`src/cldbe_pkg.sv`:
```
/*
 * Shared constants, operation codes and carrier structs for the compressed
 * load/store and control-transfer expander.
 * Assumes the instruction parcel is 16 bits with the quadrant in bits 1:0.
 */
package cldbe_pkg;

    // Datapath width covers the widest base; narrower bases are masked
    localparam int XLEN = 128;

    localparam logic [1:0] QUAD0 = 2'h0;
    localparam logic [1:0] QUAD1 = 2'h1;
    localparam logic [1:0] QUAD2 = 2'h2;

    // Field positions inside the 16-bit parcel
    localparam int QUAD_HI  = 1;
    localparam int QUAD_LO  = 0;
    localparam int F3_HI    = 15;
    localparam int F3_LO    = 13;
    localparam int F4_LO    = 12;
    localparam int RS1_HI   = 11;
    localparam int RS1_LO   = 7;
    localparam int RS2_HI   = 6;
    localparam int RS2_LO   = 2;
    localparam int CRS1_HI  = 9;
    localparam int CRS1_LO  = 7;
    localparam int CRS2_HI  = 4;
    localparam int CRS2_LO  = 2;

    // three_bit_function_field codes, quadrant 0
    localparam logic [2:0] F3_FLD_LQ  = 3'h1;
    localparam logic [2:0] F3_LW      = 3'h2;
    localparam logic [2:0] F3_LD_FLW  = 3'h3;
    localparam logic [2:0] F3_FSD_SQ  = 3'h5;
    localparam logic [2:0] F3_SW      = 3'h6;
    localparam logic [2:0] F3_SD_FSW  = 3'h7;
    // three_bit_function_field codes, quadrant 1
    localparam logic [2:0] F3_JAL     = 3'h1;
    localparam logic [2:0] F3_J       = 3'h5;
    localparam logic [2:0] F3_BEQZ    = 3'h6;
    localparam logic [2:0] F3_BNEZ    = 3'h7;
    // four_bit_function_field codes, quadrant 2
    localparam logic [3:0] F4_JR      = 4'h8;
    localparam logic [3:0] F4_JALR    = 4'h9;

    localparam logic [4:0] ZERO_REG          = 5'h00;
    localparam logic [4:0] LINK_REG          = 5'h01;
    localparam logic [4:0] COMPACT_REG_BASE  = 5'h08;
    localparam logic [4:0] REG_FIELD_NONE    = 5'h00;

    localparam logic [XLEN-1:0] LINK_STEP    = 128'h2;

    // Access size as log2 of bytes
    localparam logic [2:0] SIZE_NONE   = 3'h0;
    localparam logic [2:0] SIZE_WORD   = 3'h2;
    localparam logic [2:0] SIZE_DOUBLE = 3'h3;
    localparam logic [2:0] SIZE_QUAD   = 3'h4;

    typedef enum logic [16:0] {
        OP_NONE            = 17'h00001,
        OP_WORD_LOAD       = 17'h00002,
        OP_DOUBLE_LOAD     = 17'h00004,
        OP_QUAD_LOAD       = 17'h00008,
        OP_FSINGLE_LOAD    = 17'h00010,
        OP_FDOUBLE_LOAD    = 17'h00020,
        OP_WORD_STORE      = 17'h00040,
        OP_DOUBLE_STORE    = 17'h00080,
        OP_QUAD_STORE      = 17'h00100,
        OP_FSINGLE_STORE   = 17'h00200,
        OP_FDOUBLE_STORE   = 17'h00400,
        OP_JUMP            = 17'h00800,
        OP_JUMP_LINK       = 17'h01000,
        OP_REG_JUMP        = 17'h02000,
        OP_REG_JUMP_LINK   = 17'h04000,
        OP_BRANCH_ZERO     = 17'h08000,
        OP_BRANCH_NONZERO  = 17'h10000
    } cldbe_op_t;

    typedef struct packed {
        logic            valid;
        logic [15:0]     instr;
        logic [XLEN-1:0] pc;
    } cldbe_fetch_t;

    typedef struct packed {
        logic            valid;
        logic            illegal;
        logic            unclaimed;
        logic            breakpoint;
        cldbe_op_t       op;
        logic [XLEN-1:0] pc;
        logic            isLoad;
        logic            isStore;
        logic            isFloatReg;
        logic [4:0]      dataReg;
        logic [2:0]      memSize;
        logic [XLEN-1:0] memAddr;
        logic [XLEN-1:0] storeData;
        logic            redirect;
        logic [XLEN-1:0] target;
        logic            linkWrite;
        logic [4:0]      linkReg;
        logic [XLEN-1:0] linkValue;
    } cldbe_result_t;

endpackage

```
`src/cldbe_expander.sv`:
```
/*
 * Decode and expansion stage for compressed register-based loads/stores and
 * control transfers. Takes a parcel from fetch, reads operands from the
 * register file in the same cycle and hands a registered result to execute.
 * Assumes rs1Value/rs2Value answer rs1Idx/rs2Idx combinationally on the same
 * clock, and that execute holds execReady low to stall.
 */
// Behaviour
// [RULE1] Word load: address is base plus zero-extended offset times 4.
// [RULE2] Doubleword load/store only in 64/128-bit bases, offset times 8.
// [RULE3] Quadword load only in 128-bit base, offset times 16.
// [RULE4] Quadword store only in 128-bit base, offset times 16.
// [RULE5] Single float load/store only in 32-bit base with single float, times 4.
// [RULE6] Double float load/store only in 32/64-bit bases with double float, times 8.
// [RULE7] Word store writes compact source register to base plus offset times 4.
// [RULE8] Jump and branch offsets count 2-byte units; bit zero is zero.
// [RULE9] Plain jump adds sign-extended offset to pc, writes no link.
// [RULE10] Jump-and-link only in 32-bit base, also links pc plus 2.
// [RULE11] Register jump goes to full register value; zero register field is reserved. The target here has bit zero cleared.
// [RULE12] Register jump-and-link links pc plus 2; zero field decodes breakpoint.
// [RULE13] Compressed link values are pc plus 2, never plus 4.
// [RULE14] Branch-if-zero targets pc plus offset, taken when register is zero.
// [RULE15] Branch-if-nonzero uses same target, taken when register is nonzero.
// [RULE16] Compact fields select only eight base and eight data registers.
// [RULE17] Compact fields map to registers 8 to 15; offsets are reassembled.
// [RULE18] Reserved or unsupported-base encodings flag illegal instead of expanding.
`timescale 1ns/1ps
`default_nettype none

module cldbe_expander #(
    parameter int BASE_XLEN = 64,
    parameter bit HAS_F     = 1'b1,
    parameter bit HAS_D     = 1'b1
) (
    input  wire logic                           clk,
    input  wire logic                           arst_n,
    input  wire cldbe_pkg::cldbe_fetch_t        fetch,
    output logic                                fetchReady,
    output logic      [4:0]                     rs1Idx,
    output logic      [4:0]                     rs2Idx,
    input  wire logic [cldbe_pkg::XLEN-1:0]     rs1Value,
    input  wire logic [cldbe_pkg::XLEN-1:0]     rs2Value,
    input  wire logic                           execReady,
    output cldbe_pkg::cldbe_result_t            result
);

    localparam int XLEN = cldbe_pkg::XLEN;

    generate
        if (!(BASE_XLEN == 32 || BASE_XLEN == 64 || BASE_XLEN == 128)) begin : gBadBase
            $error("BASE_XLEN must be 32, 64 or 128");
        end
    endgenerate

    localparam bit IS32  = (BASE_XLEN == 32);
    localparam bit IS128 = (BASE_XLEN == 128);
    // Narrow bases wrap addresses and targets at their own width
    localparam logic [XLEN-1:0] ADDR_MASK = (BASE_XLEN == XLEN) ? {XLEN{1'b1}} :
        ((XLEN'(1) << BASE_XLEN) - XLEN'(1));

    logic [1:0]  quad;
    logic [2:0]  f3;
    logic [3:0]  f4;
    logic [4:0]  fullRs1;
    logic [4:0]  fullRs2;
    logic [4:0]  compactBase;
    logic [4:0]  compactData;
    logic [6:0]  wordOff;
    logic [7:0]  doubleOff;
    logic [8:0]  quadOff;
    logic [11:0] jumpOff;
    logic [8:0]  branchOff;

    assign quad    = fetch.instr[cldbe_pkg::QUAD_HI:cldbe_pkg::QUAD_LO];
    assign f3      = fetch.instr[cldbe_pkg::F3_HI:cldbe_pkg::F3_LO];
    assign f4      = fetch.instr[cldbe_pkg::F3_HI:cldbe_pkg::F4_LO];
    assign fullRs1 = fetch.instr[cldbe_pkg::RS1_HI:cldbe_pkg::RS1_LO];
    assign fullRs2 = fetch.instr[cldbe_pkg::RS2_HI:cldbe_pkg::RS2_LO];

    cldbe_reg_map uBaseMap (
        .field  (fetch.instr[cldbe_pkg::CRS1_HI:cldbe_pkg::CRS1_LO]),
        .regIdx (compactBase)
    );

    cldbe_reg_map uDataMap (
        .field  (fetch.instr[cldbe_pkg::CRS2_HI:cldbe_pkg::CRS2_LO]),
        .regIdx (compactData)
    );

    cldbe_imm_unpack uImm (
        .instr     (fetch.instr),
        .wordOff   (wordOff),
        .doubleOff (doubleOff),
        .quadOff   (quadOff),
        .jumpOff   (jumpOff),
        .branchOff (branchOff)
    );

    // Decode: classify the parcel into one operation or a flag
    cldbe_pkg::cldbe_op_t op;
    logic                 illegal;
    logic                 unclaimed;
    logic                 breakpoint;

    always_comb begin
        op         = cldbe_pkg::OP_NONE;
        illegal    = 1'b0;
        unclaimed  = 1'b0;
        breakpoint = 1'b0;
        unique case (quad)
            cldbe_pkg::QUAD0: begin
                unique case (f3)
                    cldbe_pkg::F3_LW: begin
                        op = cldbe_pkg::OP_WORD_LOAD; // [RULE1]
                    end
                    cldbe_pkg::F3_SW: begin
                        op = cldbe_pkg::OP_WORD_STORE; // [RULE7]
                    end
                    cldbe_pkg::F3_LD_FLW: begin
                        if (!IS32) begin
                            op = cldbe_pkg::OP_DOUBLE_LOAD; // [RULE2]
                        end else if (HAS_F) begin
                            op = cldbe_pkg::OP_FSINGLE_LOAD; // [RULE5]
                        end else begin
                            illegal = 1'b1; // [RULE18]
                        end
                    end
                    cldbe_pkg::F3_SD_FSW: begin
                        if (!IS32) begin
                            op = cldbe_pkg::OP_DOUBLE_STORE; // [RULE2]
                        end else if (HAS_F) begin
                            op = cldbe_pkg::OP_FSINGLE_STORE; // [RULE5]
                        end else begin
                            illegal = 1'b1; // [RULE18]
                        end
                    end
                    cldbe_pkg::F3_FLD_LQ: begin
                        if (IS128) begin
                            op = cldbe_pkg::OP_QUAD_LOAD; // [RULE3]
                        end else if (HAS_D) begin
                            op = cldbe_pkg::OP_FDOUBLE_LOAD; // [RULE6]
                        end else begin
                            illegal = 1'b1; // [RULE18]
                        end
                    end
                    cldbe_pkg::F3_FSD_SQ: begin
                        if (IS128) begin
                            op = cldbe_pkg::OP_QUAD_STORE; // [RULE4]
                        end else if (HAS_D) begin
                            op = cldbe_pkg::OP_FDOUBLE_STORE; // [RULE6]
                        end else begin
                            illegal = 1'b1; // [RULE18]
                        end
                    end
                    default: begin
                        unclaimed = 1'b1;
                    end
                endcase
            end
            cldbe_pkg::QUAD1: begin
                unique case (f3)
                    cldbe_pkg::F3_J: begin
                        op = cldbe_pkg::OP_JUMP; // [RULE9]
                    end
                    cldbe_pkg::F3_JAL: begin
                        // In wider bases this slot belongs to another decoder
                        if (IS32) begin
                            op = cldbe_pkg::OP_JUMP_LINK; // [RULE10]
                        end else begin
                            unclaimed = 1'b1;
                        end
                    end
                    cldbe_pkg::F3_BEQZ: begin
                        op = cldbe_pkg::OP_BRANCH_ZERO; // [RULE14]
                    end
                    cldbe_pkg::F3_BNEZ: begin
                        op = cldbe_pkg::OP_BRANCH_NONZERO; // [RULE15]
                    end
                    default: begin
                        unclaimed = 1'b1;
                    end
                endcase
            end
            cldbe_pkg::QUAD2: begin
                if (f4 == cldbe_pkg::F4_JR && fullRs2 == cldbe_pkg::ZERO_REG) begin
                    if (fullRs1 == cldbe_pkg::ZERO_REG) begin
                        illegal = 1'b1; // [RULE11] [RULE18]
                    end else begin
                        op = cldbe_pkg::OP_REG_JUMP; // [RULE11]
                    end
                end else if (f4 == cldbe_pkg::F4_JALR && fullRs2 == cldbe_pkg::ZERO_REG) begin
                    if (fullRs1 == cldbe_pkg::ZERO_REG) begin
                        breakpoint = 1'b1; // [RULE12]
                    end else begin
                        op = cldbe_pkg::OP_REG_JUMP_LINK; // [RULE12]
                    end
                end else begin
                    unclaimed = 1'b1;
                end
            end
            default: begin
                // A 32-bit instruction, not a compressed parcel
                unclaimed = 1'b1;
            end
        endcase
    end

    // Register file read ports; full-width field only for register jumps
    always_comb begin
        if (quad == cldbe_pkg::QUAD2) begin
            rs1Idx = fullRs1; // [RULE11]
        end else begin
            rs1Idx = compactBase; // [RULE16]
        end
        if (quad == cldbe_pkg::QUAD0) begin
            rs2Idx = compactData; // [RULE7]
        end else begin
            rs2Idx = cldbe_pkg::REG_FIELD_NONE;
        end
    end

    // Operand and target arithmetic
    logic [XLEN-1:0] memOff;
    logic [2:0]      memSize;
    logic            isLoad;
    logic            isStore;
    logic            isFloat;
    logic [XLEN-1:0] jumpSext;
    logic [XLEN-1:0] branchSext;
    logic [XLEN-1:0] baseValue;
    logic [XLEN-1:0] target;
    logic            redirect;
    logic            linkWrite;

    assign baseValue  = rs1Value & ADDR_MASK;
    assign jumpSext   = {{(XLEN-12){jumpOff[11]}}, jumpOff}; // [RULE8] [RULE9]
    assign branchSext = {{(XLEN-9){branchOff[8]}}, branchOff}; // [RULE8] [RULE14]

    always_comb begin
        memOff  = '0;
        memSize = cldbe_pkg::SIZE_NONE;
        isLoad  = 1'b0;
        isStore = 1'b0;
        isFloat = 1'b0;
        unique case (op)
            cldbe_pkg::OP_WORD_LOAD, cldbe_pkg::OP_WORD_STORE: begin
                memOff  = XLEN'(wordOff); // [RULE1] [RULE7]
                memSize = cldbe_pkg::SIZE_WORD;
            end
            cldbe_pkg::OP_FSINGLE_LOAD, cldbe_pkg::OP_FSINGLE_STORE: begin
                memOff  = XLEN'(wordOff); // [RULE5]
                memSize = cldbe_pkg::SIZE_WORD;
                isFloat = 1'b1;
            end
            cldbe_pkg::OP_DOUBLE_LOAD, cldbe_pkg::OP_DOUBLE_STORE: begin
                memOff  = XLEN'(doubleOff); // [RULE2]
                memSize = cldbe_pkg::SIZE_DOUBLE;
            end
            cldbe_pkg::OP_FDOUBLE_LOAD, cldbe_pkg::OP_FDOUBLE_STORE: begin
                memOff  = XLEN'(doubleOff); // [RULE6]
                memSize = cldbe_pkg::SIZE_DOUBLE;
                isFloat = 1'b1;
            end
            cldbe_pkg::OP_QUAD_LOAD, cldbe_pkg::OP_QUAD_STORE: begin
                memOff  = XLEN'(quadOff); // [RULE3] [RULE4]
                memSize = cldbe_pkg::SIZE_QUAD;
            end
            default: begin
                memOff  = '0;
            end
        endcase
        isLoad  = op inside {cldbe_pkg::OP_WORD_LOAD, cldbe_pkg::OP_DOUBLE_LOAD,
                             cldbe_pkg::OP_QUAD_LOAD, cldbe_pkg::OP_FSINGLE_LOAD,
                             cldbe_pkg::OP_FDOUBLE_LOAD};
        isStore = op inside {cldbe_pkg::OP_WORD_STORE, cldbe_pkg::OP_DOUBLE_STORE,
                             cldbe_pkg::OP_QUAD_STORE, cldbe_pkg::OP_FSINGLE_STORE,
                             cldbe_pkg::OP_FDOUBLE_STORE};
    end

    always_comb begin
        target    = '0;
        redirect  = 1'b0;
        linkWrite = 1'b0;
        unique case (op)
            cldbe_pkg::OP_JUMP: begin
                target   = fetch.pc + jumpSext; // [RULE9]
                redirect = 1'b1;
            end
            cldbe_pkg::OP_JUMP_LINK: begin
                target    = fetch.pc + jumpSext; // [RULE10]
                redirect  = 1'b1;
                linkWrite = 1'b1;
            end
            cldbe_pkg::OP_REG_JUMP: begin
                // Bit zero is dropped as for any register-indirect jump
                target   = rs1Value & ~XLEN'(1); // [RULE11]
                redirect = 1'b1;
            end
            cldbe_pkg::OP_REG_JUMP_LINK: begin
                target    = rs1Value & ~XLEN'(1); // [RULE12]
                redirect  = 1'b1;
                linkWrite = 1'b1;
            end
            cldbe_pkg::OP_BRANCH_ZERO: begin
                target   = fetch.pc + branchSext; // [RULE14]
                redirect = (baseValue == '0); // [RULE14]
            end
            cldbe_pkg::OP_BRANCH_NONZERO: begin
                target   = fetch.pc + branchSext; // [RULE15]
                redirect = (baseValue != '0); // [RULE15]
            end
            default: begin
                target = '0;
            end
        endcase
    end

    // Pipeline register toward execute
    logic accept;
    cldbe_pkg::cldbe_result_t next_result;

    assign fetchReady = !result.valid || execReady;
    assign accept     = fetch.valid && fetchReady;

    always_comb begin
        next_result = result;
        if (accept) begin
            next_result.valid      = 1'b1;
            next_result.illegal    = illegal; // [RULE18]
            next_result.unclaimed  = unclaimed;
            next_result.breakpoint = breakpoint; // [RULE12]
            // Flagged parcels carry no side effects downstream
            next_result.op         = op;
            next_result.pc         = fetch.pc;
            next_result.isLoad     = isLoad;
            next_result.isStore    = isStore;
            next_result.isFloatReg = isFloat;
            next_result.dataReg    = (isLoad || isStore) ? compactData
                                                         : cldbe_pkg::REG_FIELD_NONE;
            next_result.memSize    = memSize;
            next_result.memAddr    = (baseValue + memOff) & ADDR_MASK; // [RULE1] [RULE2]
            next_result.storeData  = isStore ? rs2Value : '0; // [RULE7]
            next_result.redirect   = redirect;
            next_result.target     = target & ADDR_MASK;
            next_result.linkWrite  = linkWrite;
            next_result.linkReg    = linkWrite ? cldbe_pkg::LINK_REG
                                               : cldbe_pkg::ZERO_REG; // [RULE9]
            next_result.linkValue  = linkWrite ?
                ((fetch.pc + cldbe_pkg::LINK_STEP) & ADDR_MASK) : '0; // [RULE10] [RULE13]
        end else if (execReady) begin
            next_result.valid = 1'b0;
        end
    end

    always_ff @(posedge clk or negedge arst_n) begin
        if (!arst_n) begin
            result <= '0;
        end else begin
            result <= next_result;
        end
    end

endmodule

`default_nettype wire

```
`src/cldbe_imm_unpack.sv`:
```
/*
 * Reassembles the scattered offset bits of the compact load/store, jump and
 * branch formats. Outputs are raw offsets; extension is left to the caller.
 * Assumes a 16-bit parcel on instr; purely combinational.
 */
`timescale 1ns/1ps
`default_nettype none

module cldbe_imm_unpack (
    input  wire logic [15:0] instr,
    output logic      [6:0]  wordOff,
    output logic      [7:0]  doubleOff,
    output logic      [8:0]  quadOff,
    output logic      [11:0] jumpOff,
    output logic      [8:0]  branchOff
);

    // Word: offset[5:3] in 12:10, offset[2] in 6, offset[6] in 5
    assign wordOff   = {instr[5], instr[12:10], instr[6], 2'h0}; // [RULE1] [RULE5] [RULE17]
    // Double: offset[5:3] in 12:10, offset[7:6] in 6:5
    assign doubleOff = {instr[6:5], instr[12:10], 3'h0}; // [RULE2] [RULE6] [RULE17]
    // Quad: offset[5:4] in 12:11, offset[8] in 10, offset[7:6] in 6:5
    assign quadOff   = {instr[10], instr[6:5], instr[12:11], 4'h0}; // [RULE3] [RULE4] [RULE17]

    // Jump offset[11|4|9:8|10|6|7|3:1|5] in 12:2, bit 0 always zero
    assign jumpOff   = {instr[12], instr[8], instr[10:9], instr[6], instr[7],
                        instr[2], instr[11], instr[5:3], 1'h0}; // [RULE8] [RULE17]
    // Branch offset[8|4:3] in 12:10, offset[7:6|2:1|5] in 6:2
    assign branchOff = {instr[12], instr[6:5], instr[2], instr[11:10],
                        instr[4:3], 1'h0}; // [RULE8] [RULE17]

endmodule

`default_nettype wire

```
`src/cldbe_reg_map.sv`:
```
/*
 * Maps a 3-bit compact register field onto one of eight general registers.
 * Assumes the field is taken straight from the instruction parcel.
 */
`timescale 1ns/1ps
`default_nettype none

module cldbe_reg_map (
    input  wire logic [2:0] field,
    output logic      [4:0] regIdx
);

    // Compact fields reach only registers eight to fifteen
    assign regIdx = cldbe_pkg::COMPACT_REG_BASE | {2'h0, field}; // [RULE16] [RULE17]

endmodule

`default_nettype wire

```
`config.mk`:
```
export PLATFORM = sky130hd
export DESIGN_NAME = cldbe_expander
export DESIGN_NICKNAME = d
export VERILOG_FILES = /design/src/cldbe_pkg.sv /design/src/cldbe_expander.sv /design/src/cldbe_imm_unpack.sv /design/src/cldbe_reg_map.sv
export SDC_FILE = /design/constraint.sdc
export NUM_CORES = 1
export LEC_CHECK = 0
export ABC_AREA = 1
export BUFFER_PORTS_ARGS = -buffer_cell sky130_fd_sc_hd__buf_2
export CAP_MARGIN = 15
export CELL_PAD_IN_SITES_DETAIL_PLACEMENT = 2
export CELL_PAD_IN_SITES_GLOBAL_PLACEMENT = 2
export CORE_AREA = 3 3 421 423
export DETAILED_ROUTE_END_ITERATION = 8
export DIE_AREA = 0 0 424 426
export PLACE_DENSITY_LB_ADDON = 0.1
export SLEW_MARGIN = 5
export SYNTH_ARGS = -nofsm -noshare
export SYNTH_HDL_FRONTEND = slang
export SYNTH_HIERARCHICAL = 1
export SYNTH_SLANG_ARGS = --single-unit
```
`constraint.sdc`:
```
create_clock -name clk -period 4.24 [get_ports clk]
set_input_delay 0.636 -clock clk [delete_from_list [all_inputs] [get_ports clk]]
set_output_delay 0.636 -clock clk [all_outputs]
set_load 0.005 [all_outputs]
```
After elaboration in Yosys (flattened, before gate mapping)
Index checks and enable logic that the tools add are counted.
Cells by class
  multiply operators: 0
  div/mod/pow operators: 0
  reductions and logical operators: 25
  magnitude comparators: 0
  shifts and indexed selects: 0
  bitwise operators: 0
  equality and inequality tests: 26
  mux-type cells: 32
  add/subtract/negate cells: 4
Operators by type and width (count)
  64-bit adder: 3
  64-bit one-hot mux with 3 select lines: 1
  128-bit logical NOT: 1
  128-bit two-way mux: 1
  128-bit nonzero test: 1
  17-bit one-hot mux with 3 select lines: 2
  11-bit one-hot mux with 6 select lines: 1
  64-bit by 2-bit adder with 64-bit output (second input constant): 1
  64-bit two-way mux: 1
  15-bit two-way mux: 2
  9-bit one-hot mux with 3 select lines: 1
  17-bit by 10-bit equality test with 1-bit output (second input constant): 1
  17-bit by 11-bit equality test with 1-bit output (second input constant): 1
  17-bit by 12-bit equality test with 1-bit output (second input constant): 1
  17-bit by 13-bit equality test with 1-bit output (second input constant): 1
  17-bit by 14-bit equality test with 1-bit output (second input constant): 1
  17-bit by 15-bit equality test with 1-bit output (second input constant): 1
  17-bit by 16-bit equality test with 1-bit output (second input constant): 1
  17-bit equality test (second input constant): 1
  17-bit by 2-bit equality test with 1-bit output (second input constant): 1
  17-bit by 3-bit equality test with 1-bit output (second input constant): 1
  17-bit by 4-bit equality test with 1-bit output (second input constant): 1
  17-bit by 5-bit equality test with 1-bit output (second input constant): 1
  17-bit by 6-bit equality test with 1-bit output (second input constant): 1
  27 further kinds: 59
Word-level totals
  bits in latches: 0
  memories kept: 0
  register bits: 551
  bits of input ports: 404
  bits in writable memories: 0
  ROM bits: 0

Longest topological paths before layout
Gate-level depths: netlist of run 1.
  depth in word-level cells: 9
  gate-level depth with buffers: 26
  mapped depth without buffers: 26

Hierarchy
The synthesis of run 1 kept the hierarchy.
Modules (own cells, without submodules)
  cldbe_expander: times used 1, area each 30938.4 um2, cells an instance 4556
  cldbe_imm_unpack: times used 1, area each 341.6 um2, cells an instance 46
  cldbe_reg_map: times used 2, area each 45.0 um2, cells an instance 7

Worst setup path after synthesis of run 1
No wires, ideal clock.
  path type: input to register
  from: input port fetch[141] in the netlist's numbering
  to: register result[164] in the netlist's numbering
  arrival time: 3706 ps
  path slack: 417 ps
  required time: 4123 ps
  path buffers: 0
  stages: 24
  path through: inv_2 nand3_1 nand2_2 nand2_4 inv_2 or2_1 nand2_1 inv_1 ha_1 nand2_1 inv_1 nand2_1 nand2_1 inv_1 nand2_1 inv_1 nand2_1 nand2_1 nand2_1 or2_2 nand3_1 o21ai_1 nand2_1 nand2_1
On the way
  cells in the longest elaborated chain, start to end: 8
  elaborated cells between the ends (all ways): 25
  those cells by class: 14 x eq/ne; 6 x mux; 5 x reduce/logical
RTL lines
  start, declared: line cldbe_expander.sv:37  | input wire cldbe_pkg::cldbe_fetch_t fetch,
  4-bit equality test: line cldbe_expander.sv:191  | end else if (f4 == cldbe_pkg::F4_JALR && fullRs2 == cldbe_pkg::ZERO_REG) begin
  1-bit logical AND: line cldbe_expander.sv:191
  15-bit two-way mux: line cldbe_expander.sv:191
  17-bit two-way mux: line cldbe_expander.sv:185  | if (f4 == cldbe_pkg::F4_JR && fullRs2 == cldbe_pkg::ZERO_REG) begin
  17-bit one-hot mux with 3 select lines (*): line cldbe_expander.sv:110  | unique case (quad)
  17-bit equality test, or another cell as far along: line cldbe_expander.sv:284  | unique case (op)
  2-bit OR reduction (no line)
  64-bit one-hot mux with 3 select lines (*): line cldbe_expander.sv:284
  end signal, assigned: line cldbe_expander.sv:359  | result <= next_result;
  end, declared: line cldbe_expander.sv:44  | output cldbe_pkg::cldbe_result_t result
Mark *: on every way between the ends. The rest lies on a longest branch, timed or not.
A chain may end at the register's enable or synchronous reset.

Final worst setup path of run 1
  from: input port fetch[129] in the netlist's numbering
  to: register result[453] in the netlist's numbering
On the way
  cells in the longest elaborated chain, start to end: 6
  elaborated cells between the ends (all ways): 19
  those cells by class: 1 x add/sub; 12 x eq/ne; 2 x mux; 4 x reduce/logical
RTL lines
  2-bit equality test, or another cell as far along: line cldbe_expander.sv:110
  17-bit one-hot mux with 3 select lines (*): line cldbe_expander.sv:110
  17-bit by 3-bit equality test with 1-bit output, or another cell as far along: line cldbe_expander.sv:245  | unique case (op)
  4-bit OR reduction (no line) or 2-bit OR reduction (tied branches)
  9-bit one-hot mux with 3 select lines (*): line cldbe_expander.sv:245
  64-bit adder (*): line cldbe_expander.sv:341  | next_result.memAddr = (baseValue + memOff) & ADDR_MASK;
Marked as above.

==> impl_metrics.csv, run 1 <==
group,metric,value,unit
clock_network,path_clk_slew,0.06,ns
place,place_congestion,0.8325,
final_layout,layoutNonFillerInstCount,7825,
detailed_routing,drc_errors,0,
clock_network,cts_buffers,69,
final_layout,reg_top3,"result: 476 flops",
final_layout,num-fill-cells,21140,
logic_synthesis,synthCells,4607,
detailed_routing,post_drt_wl_per_cell,24.81,um
worst_setup_path,worstPathMaxFanout,9,
sta,slew_headroom,0.4473,
worst_setup_path,start_kind,"primary input",
grt,grt_first_pass_wirelength,269600,um
place,dp.cells,7702,
worst_setup_path,worst_setup_path_end_kind,"flop",
clock_network,tritoncts,"built",
sta,fin_skew,0.01970,ns
floorplanning,dieArea,180600,um2
place,dp_hpwl,161000,um
floorplanning,ios,1094,
worst_setup_path,crit_arrival,4.11,ns
power_and_ir_drop,powerDensity,352.5,nW/um2
worst_setup_path,r2r_slack,2.14,ns
detailed_routing,ant_nets,0,
floorplanning,core.rowCount,153,
final_layout,largest_register,"result",
grt,grtUsageTotal,0.2077,
logic_synthesis,synth_area,31300,um2
logic_synthesis,syn-mean-instance-area,6.795,um2
sta,fin_tns_setup,0,ns
final_layout,largest_reg_flops,476,
hold_path,worstHoldStart,"fetch[116]",
sta,hold_viol_final,0,
hold_path,holdPathEnd,"result[646]",
grt,antenna_found_initial,55,
grt,grt-ovfl-total,0,
sta,period_share,0.8231,
detailed_routing,drtIter0Drc,2037,
clock_network,cts.sinks,476,
clock_network,htreeDepth,3,
final_layout,drive_gt1_frac,0.2054,
worst_setup_path,cp-startpoint,"fetch[129]",
logic_synthesis,yosysWarnings,6,
power_and_ir_drop,peakVddDrop,225.1,uV
floorplanning,die_h,426,um
hold_path,min_path_type,"in -> reg",
sta,drv_slew,0,
final_layout,layout_commonest_cell,"nand2_1",
hold_path,hold_depth,3,
sta,setup_viol,0,
sta,rsz0062_at_grt,"false",
final_layout,final_nets,5934,
final_layout,area_growth,27.75,%
detailed_routing,routed_wl,194100,um
detailed_routing,dr.pass1.iters,5,
sta,worstMarginPinSlew,0.8227,ns
detailed_routing,vias,32950,
place,numPortBuffers,826,
grt,grt_max_degree,131,
detailed_routing,via_per_inst,4.211,
worst_setup_path,required,4.86,ns
grt,grt_pass1_vias,34290,
clock_network,cts_resized,0,
floorplanning,die_w,424,um
sta,max_freq,286.5,MHz
floorplanning,start_util,0.1801,
worst_setup_path,path_class,"in -> reg",
clock_network,cts_buffer_depth,3,
sta,min_period,3.490,ns
worst_setup_path,r2r-end,"result[1]",
worst_setup_path,rr_worst_depth,6,
power_and_ir_drop,p_leak,0.02232,uW
clock_network,clk_latency,0.70,ns
floorplanning,core_area,173800,um2
worst_setup_path,r2r-start,"result[678]",
clock_network,root_buffer,"clkbuf_16",
final_layout,layout_common_cells,"nand2_1, buf_2, inv_1, dfrtp_1, nor2_1",
status,outcome,"finished clean",
job,drv_cap,0,
report_power, final:
part / switching [uW] / total, uW / internal, uW
clock: 2500 / 5740 / 3240
sequential: 214 / 5110 / 4900
combinational: 2200 / 3240 / 1040
total: 4920 / 14100 / 9180
stage by stage:
stage / total power, uW / hold slack (ns) / util / setup WS, ns / instance area, um2
5_1_grt: 14990 / 0.09251 / 0.2299 / 0.3526 / 39970
3_3_place_gp: 8499 / 0.4580 / 0.2173 / 0.06308 / 37780
2_1_floorplan: 6757 / 0.3404 / - / 0.4173 / 32080
3_5_place_dp: 8541 / 0.4626 / 0.2173 / 0.002356 / 37780
4_1_cts: 14500 / 0.05115 / 0.2299 / 0.7667 / 39970
6_report: 14100 / 0.1375 / 0.2301 / 0.7502 / 39990
final cells by class:
class / count / area (um2) / share of cell area
Sequential cell: 476 / 11910 / 0.2979
Antenna cell: 9 / 22.52 / 0.0005632
Tap cell: 2325 / 2909 / 0.07274
Inverter: 643 / 2422 / 0.06057
Timing Repair Buffer: 939 / 5182 / 0.1296
Multi-Input combinational cell: 3320 / 15360 / 0.3841
Clock inverter: 19 / 280.3 / 0.007009
Clock buffer: 94 / 1901 / 0.04753
worst max path at each step:
stage	end	slack, ns	cells past startpoint
floorplan	result[164]	0.42	24
finish	result[453]	0.75	19
global route	result[174]	0.35	23
detailed placement	result[453]	0.002	19
global placement	result[158]	0.06	22
CTS	result[453]	0.77	19
routing by layer:
metal  up-vias  GRT usage  share of wire
met5         -          0        0.00041
met4        14    0.04333          0.021
met3       219    0.03945          0.050
met2       844     0.3613           0.49
met1     16260     0.2659           0.44
li1      15610          -              -
what timing repair did:
item                      CTS  global route
hold endpoints to repair   25             0
hold buffers                1             0
buffers inserted            0             0
critical path, stage by stage:
cell,delay [ns]
buf_2,0.13
nor2_1,0.26
inv_1,0.09
nor2_1,0.56
o21ai_0,0.21
nand2_1,0.13
ha_1,0.27
nand2_1,0.13
nand3_2,0.14
nand3_1,0.10
nand2_2,0.21
nand2_2,0.15
nor2_1,0.19
inv_2,0.11
nor2_1,0.16
nand2_1,0.09
xnor2_1,0.36
nand2_1,0.10
nand2_1,0.08
Power figures use the tool's default switching activity.
==> run 2: changes to the inputs <==
--- a/config.mk
+++ b/config.mk
@@ -5,14 +5,14 @@
 export SDC_FILE = /design/constraint.sdc
 export NUM_CORES = 1
 export LEC_CHECK = 0
-export ABC_AREA = 1
+export ABC_AREA = 0
 export BUFFER_PORTS_ARGS = -buffer_cell sky130_fd_sc_hd__buf_2
 export CAP_MARGIN = 15
 export CELL_PAD_IN_SITES_DETAIL_PLACEMENT = 2
 export CELL_PAD_IN_SITES_GLOBAL_PLACEMENT = 2
-export CORE_AREA = 3 3 421 423
+export CORE_AREA = 3 3 426 428
 export DETAILED_ROUTE_END_ITERATION = 8
-export DIE_AREA = 0 0 424 426
+export DIE_AREA = 0 0 429 431
 export PLACE_DENSITY_LB_ADDON = 0.1
 export SLEW_MARGIN = 5
 export SYNTH_ARGS = -nofsm -noshare
==> constraint.sdc (replaced) <==
create_clock -name clk -period 3.3 [get_ports clk]
set_input_delay 0.495 -clock clk [delete_from_list [all_inputs] [get_ports clk]]
set_output_delay 0.495 -clock clk [all_outputs]
set_load 0.005 [all_outputs]
==> run 2 against run 1 <==
- the run now ends with negative setup slack left
- non-clock buffer count up 553
- cell area up 2.7%
- combinational power up 43%
- utilization about the same
- register-to-register slack worse by 0.95 ns
==> impl_metrics.csv, run 2 <==
group,metric,value,unit
status,outcome,"finished, violations left",
status,violations,"negative setup slack",
final_layout,drive_gt1_frac,0.3754,
sta,min_period,3.525,ns
detailed_routing,drc_errors,0,
clock_network,root_buffer,"clkbuf_16",
worst_setup_path,start_kind,"primary input",
final_layout,final_util,0.2305,
floorplanning,core.rowCount,155,
final_layout,layout_common_cells,"buf_2, nand2_1, dfrtp_1, buf_4, conb_1",
power_and_ir_drop,total_power,19140,uW
floorplanning,ios,1094,
clock_network,path_clk_slew,0.06,ns
grt,grt_max_degree,89,
final_layout,area_growth,58.42,%
sta,fin_skew,0.01915,ns
detailed_routing,ant_nets,0,
sta,setup_viol,23,
final_layout,final_nets,4714,
worst_setup_path,required,3.86,ns
sta,max_freq,283.7,MHz
power_and_ir_drop,p_leak,0.02037,uW
sta,setup_ws,-0.2252,ns
worst_setup_path,crit_arrival,4.08,ns
final_layout,largest_register,"result",
final_layout,final_area,41080,um2
detailed_routing,routed_wl,162200,um
place,numPortBuffers,826,
clock_network,clk_latency,0.68,ns
sta,hold_viol_final,0,
place,dpl_cell_area,35580,um2
detailed_routing,dr.pass1.iters,4,
place,dp.cells,6280,
detailed_routing,post_drt_wl_per_cell,24.40,um
worst_setup_path,path_class,"in -> reg",
worst_setup_path,worstPathMaxFanout,5,
grt,grt_pass1_vias,28790,
final_layout,layout_commonest_cell,"buf_2",
logic_synthesis,synth_area,25930,um2
sta,drv_slew,0,
power_and_ir_drop,peakVddDrop,299.5,uV
grt,grt_first_pass_wirelength,228500,um
floorplanning,core_area,178200,um2
final_layout,multi_input_area,13530,um2
final_layout,num-fill-cells,20400,
grt,antenna_found_initial,20,
final_layout,reg_top3,"result: 476 flops",
clock_network,cts_buffers,73,
worst_setup_path,worst_setup_path_end_kind,"flop",
floorplanning,dieArea,184900,um2
sta,fin_hold_ws,0.06362,ns
final_layout,final-seq-area,11910,um2
floorplanning,die_h,431,um
detailed_routing,via_per_inst,3.946,
clock_network,cts_buffer_depth,3,
final_layout,largest_reg_flops,476,
floorplanning,start_util,0.1455,
logic_synthesis,syn-mean-instance-area,9.108,um2
clock_network,tritoncts,"built",
sta,slew_headroom,0.3938,
logic_synthesis,yosysWarnings,6,
job,drv_cap,0,
grt,grt-ovfl-total,0,
logic_synthesis,synthCells,2847,
floorplanning,die_w,429,um
place,place_congestion,0.7748,
worst_setup_path,rr_worst_depth,6,
clock_network,cts.sinks,476,
hold_path,hold_depth,2,
detailed_routing,vias,26240,
worst_setup_path,r2r_slack,1.19,ns
final_layout,layoutNonFillerInstCount,6648,
place,dp_hpwl,129700,um
power_and_ir_drop,powerDensity,465.9,nW/um2
sta,period_share,1.068,
clock_network,htreeDepth,3,
detailed_routing,drtIter0Drc,967,
sta,worstMarginPinSlew,0.9010,ns
grt,grtUsageTotal,0.1702,
hold_path,min_path_type,"in -> reg",
sta,rsz0062_at_grt,"true",
run 2: repair_timing:
action,in CTS,in global routing
endpoints found under the setup margin,44,54
resized for setup,72,115
pin swaps,51,59
hold endpoints to repair,222,0
hold buffers,190,0
setup buffers,29,11
run 2: final timing paths:
kind	endpoint	start
worst max-delay path	result[191]	fetch[128]
worst min-delay path	result[326]	rs2Value[63]
worst max register to register	result[149]	result[678]
worst min register to register	result[604]	result[604]
max in group asynchronous	result[300]	arst_n
min in group asynchronous	result[542]	arst_n
run 2: routing by layer:
metal,vias to the layer above,track usage,part of all wire
met5,-,0,0
met4,0,0.04511,0.023
met3,145,0.02997,0.042
met2,645,0.3230,0.54
met1,13330,0.1945,0.39
li1,12120,-,-
run 2: report_power, final:
| part | internal [uW] | switching, uW |
|---|---|---|
| sequential | 6320 | 253 |
| clock | 4600 | 3340 |
| combinational | 1990 | 2640 |
| total | 12900 | 6230 |
run 2: worst max-delay path, cell delays in order:
cell	delay [ns]
buf_8	0.09
nand2_8	0.05
nor2_4	0.18
buf_12	0.16
buf_8	0.10
nand3_4	0.10
buf_4	0.16
buf_4	0.14
nand2_2	0.07
ha_4	0.22
and3_4	0.18
buf_4	0.14
a221oi_4	0.31
o2bb2ai_4	0.11
o21ba_4	0.24
and4_4	0.24
o21ai_2	0.20
nand2_2	0.11
buf_4	0.15
buf_6	0.11
a21oi_4	0.13
xnor2_2	0.08
a221oi_2	0.24
nor2_1	0.06
run 2: final cells by class:
class / count / share of cell area
clock buffers: 107 / 0.05099
multi-input cells: 2159 / 0.3293
flip-flops and latches: 476 / 0.2900
well taps: 2355 / 0.07173
repair buffers: 1492 / 0.2481
clock inverters: 23 / 0.006944
inverters: 27 / 0.002467
diodes: 9 / 0.0005482
run 2: through the flow:
stage / setup TNS (ns) / setup slack, ns
6_report: -1.960 / -0.2252
5_1_grt: -6.492 / -0.4072
4_1_cts: -1.982 / -0.3305
3_5_place_dp: -70.23 / -1.296
3_3_place_gp: -69.64 / -1.244
2_1_floorplan: -4.810 / -0.3926
==> run 3: changes to the inputs <==
==> constraint.sdc (replaced) <==
create_clock -name clk -period 3.5 [get_ports clk]
set_input_delay 0.525 -clock clk [delete_from_list [all_inputs] [get_ports clk]]
set_output_delay 0.525 -clock clk [all_outputs]
set_load 0.005 [all_outputs]
==> run 3 against run 2 <==
- the flow still finishes with violations (negative setup slack)
- first-iteration DRC count fell by 0.41%
- critical path depth fell by 4
- sequential cell count did not move
- routed wire length fell by 0.89%
- clock power rose by 1%
- register-to-register slack improved by 0.03 ns
- worst setup slack improved by 0.17 ns
- clock skew rose by 0.00095 ns
- highest routed layer is now met5
==> impl_metrics.csv, run 3 (synthesized netlist as in run 2, its figures left out) <==
group,metric,value,unit
sta,rsz0062_at_grt,"true",
final_layout,largest_register,"result",
detailed_routing,vias,25860,
hold_path,hold_depth,2,
detailed_routing,drtIter0Drc,963,
final_layout,drive_gt1_frac,0.3483,
clock_network,cts_buffer_depth,3,
detailed_routing,routed_wl,160800,um
worst_setup_path,r2r-end,"result[298]",
status,violations,"negative setup slack",
place,numPortBuffers,826,
final_layout,layout_common_cells,"buf_2, nand2_1, dfrtp_1, buf_4, conb_1",
sta,worstMarginPinSlew,0.8440,ns
detailed_routing,ant_nets,0,
sta,fin_hold_ws,0.1026,ns
power_and_ir_drop,peakVddDrop,323.2,uV
floorplanning,ios,1094,
sta,hold_viol_final,0,
sta,setup_ws,-0.06015,ns
hold_path,min_path_type,"in -> reg",
clock_network,clk_latency,0.70,ns
worst_setup_path,path_class,"in -> reg",
worst_setup_path,r2r-start,"result[678]",
grt,grt-ovfl-total,0,
detailed_routing,via_per_inst,3.923,
place,dp_hpwl,128200,um
place,place_congestion,0.7821,
status,outcome,"finished, violations left",
worst_setup_path,worstPathMaxFanout,6,
place,dp.cells,6241,
clock_network,root_buffer,"clkbuf_16",
final_layout,area_growth,54.62,%
detailed_routing,post_drt_wl_per_cell,24.38,um
hold_path,worstHoldStart,"fetch[144]",
floorplanning,dieArea,184900,um2
clock_network,tritoncts,"built",
sta,setup_viol,1,
floorplanning,start_util,0.1455,
final_layout,layout_commonest_cell,"buf_2",
grt,grt_pass1_vias,28050,
final_layout,largest_reg_flops,476,
clock_network,cts_buffers,72,
floorplanning,die_w,429,um
sta,fin_skew,0.02010,ns
power_and_ir_drop,powerDensity,457.9,nW/um2
power_and_ir_drop,p_leak,0.01994,uW
clock_network,htreeDepth,3,
worst_setup_path,cp-startpoint,"fetch[128]",
clock_network,path_clk_slew,0.05,ns
sta,drv_slew,0,
floorplanning,core_area,178200,um2
worst_setup_path,start_kind,"primary input",
worst_setup_path,rr_worst_depth,7,
job,drv_cap,0,
sta,slew_headroom,0.4373,
final_layout,layoutNonFillerInstCount,6593,
grt,grt_max_degree,157,
worst_setup_path,required,4.11,ns
grt,grt_first_pass_wirelength,225500,um
place,post-place-ws,-1.077,ns
final_layout,reg_top3,"result: 476 flops",
worst_setup_path,crit_arrival,4.17,ns
floorplanning,core.rowCount,155,
worst_setup_path,worst_setup_path_end_kind,"flop",
sta,max_freq,280.9,MHz
final_layout,final_nets,4657,
grt,grtUsageTotal,0.1689,
worst_setup_path,r2r_slack,1.22,ns
sta,fin_tns_setup,-0.06015,ns
clock_network,cts.sinks,476,
grt,antenna_found_initial,25,
detailed_routing,dr.pass1.iters,4,
sta,period_share,1.017,
hold_path,holdPathEnd,"result[678]",
floorplanning,die_h,431,um
detailed_routing,drc_errors,0,
sta,min_period,3.560,ns
power_and_ir_drop,total_power,18360,uW
[run 3: cell types whose count changed in the layout (fill, tap and decap cells not counted), sizes merged, moves of 3 or more]
cell / previous run / this run
inv: 29 / 32
clkinv: 16 / 6
dlygate4sd3: 190 / 193
buf: 1302 / 1241
bufinv: 2 / 6
clkbuf: 107 / 114
[run 3: area by class of cell]
class,instances,area [um2]
Antenna cell,9,22.52
Inverter,27,101.3
Clock inverter,18,349.1
Tap cell,2355,2947
Multi-Input combinational cell,2160,12930
Fill cell,20500,138100
Timing Repair Buffer,1435,9614
Clock buffer,113,2217
Sequential cell,476,11910
[run 3: per-layer routing]
| layer | wire [um] | up-vias | GRT usage |
|---|---|---|---|
| li1 | - | 11990 | - |
| met1 | 64880 | 13110 | 0.1963 |
| met2 | 86430 | 615 | 0.3190 |
| met3 | 6338 | 143 | 0.03094 |
| met4 | 3096 | 2 | 0.03724 |
| met5 | 17 | - | 0 |
[run 3: metrics by stage]
step                cell area, um2    util
floorplan                    27050       -
global placement             35030  0.1966
detailed placement           35030  0.1966
CTS                          39710  0.2228
global route                 40080  0.2249
finish                       40090  0.2250
[run 3: worst max path at each step]
| stage | endpoint |
|---|---|
| 2_1_floorplan | result[196] |
| 3_3_place_gp | result[193] |
| 3_5_place_dp | result[193] |
| 4_1_cts | result[197] |
| 5_1_grt | result[193] |
| 6_report | result[193] |
[run 3: what timing repair did]
item                                   4_1_cts  5_1_grt
gates resized for setup                     18       62
pin swaps                                   14       35
setup endpoints to repair                   21       66
endpoints found under the hold margin      238        0
cloned                                       1        0
hold buffers                               193        0
buffers inserted                             7       11
[run 3: power breakdown]
part / switching, uW / internal [uW] / total [uW]
logic: 2390 / 1740 / 4120
registers: 239 / 5960 / 6190
clock network: 3200 / 4840 / 8040
total: 5830 / 12500 / 18400
[run 3: critical path, cell delays in order]
cell and delay (ns):
buf_8 0.09, nand2_8 0.07, nor2_4 0.17, buf_6 0.13, nand3_4 0.11, nand2_8 0.19, buf_6 0.13, ha_4 0.20
a211oi_4 0.21, o211ai_1 0.15, a221oi_2 0.38, nand4_1 0.17, a221o_1 0.39, buf_6 0.15, o21ai_4 0.17, nand2_4 0.09
nand3_4 0.08, nand2_2 0.05, or4b_1 0.50, a31oi_1 0.17
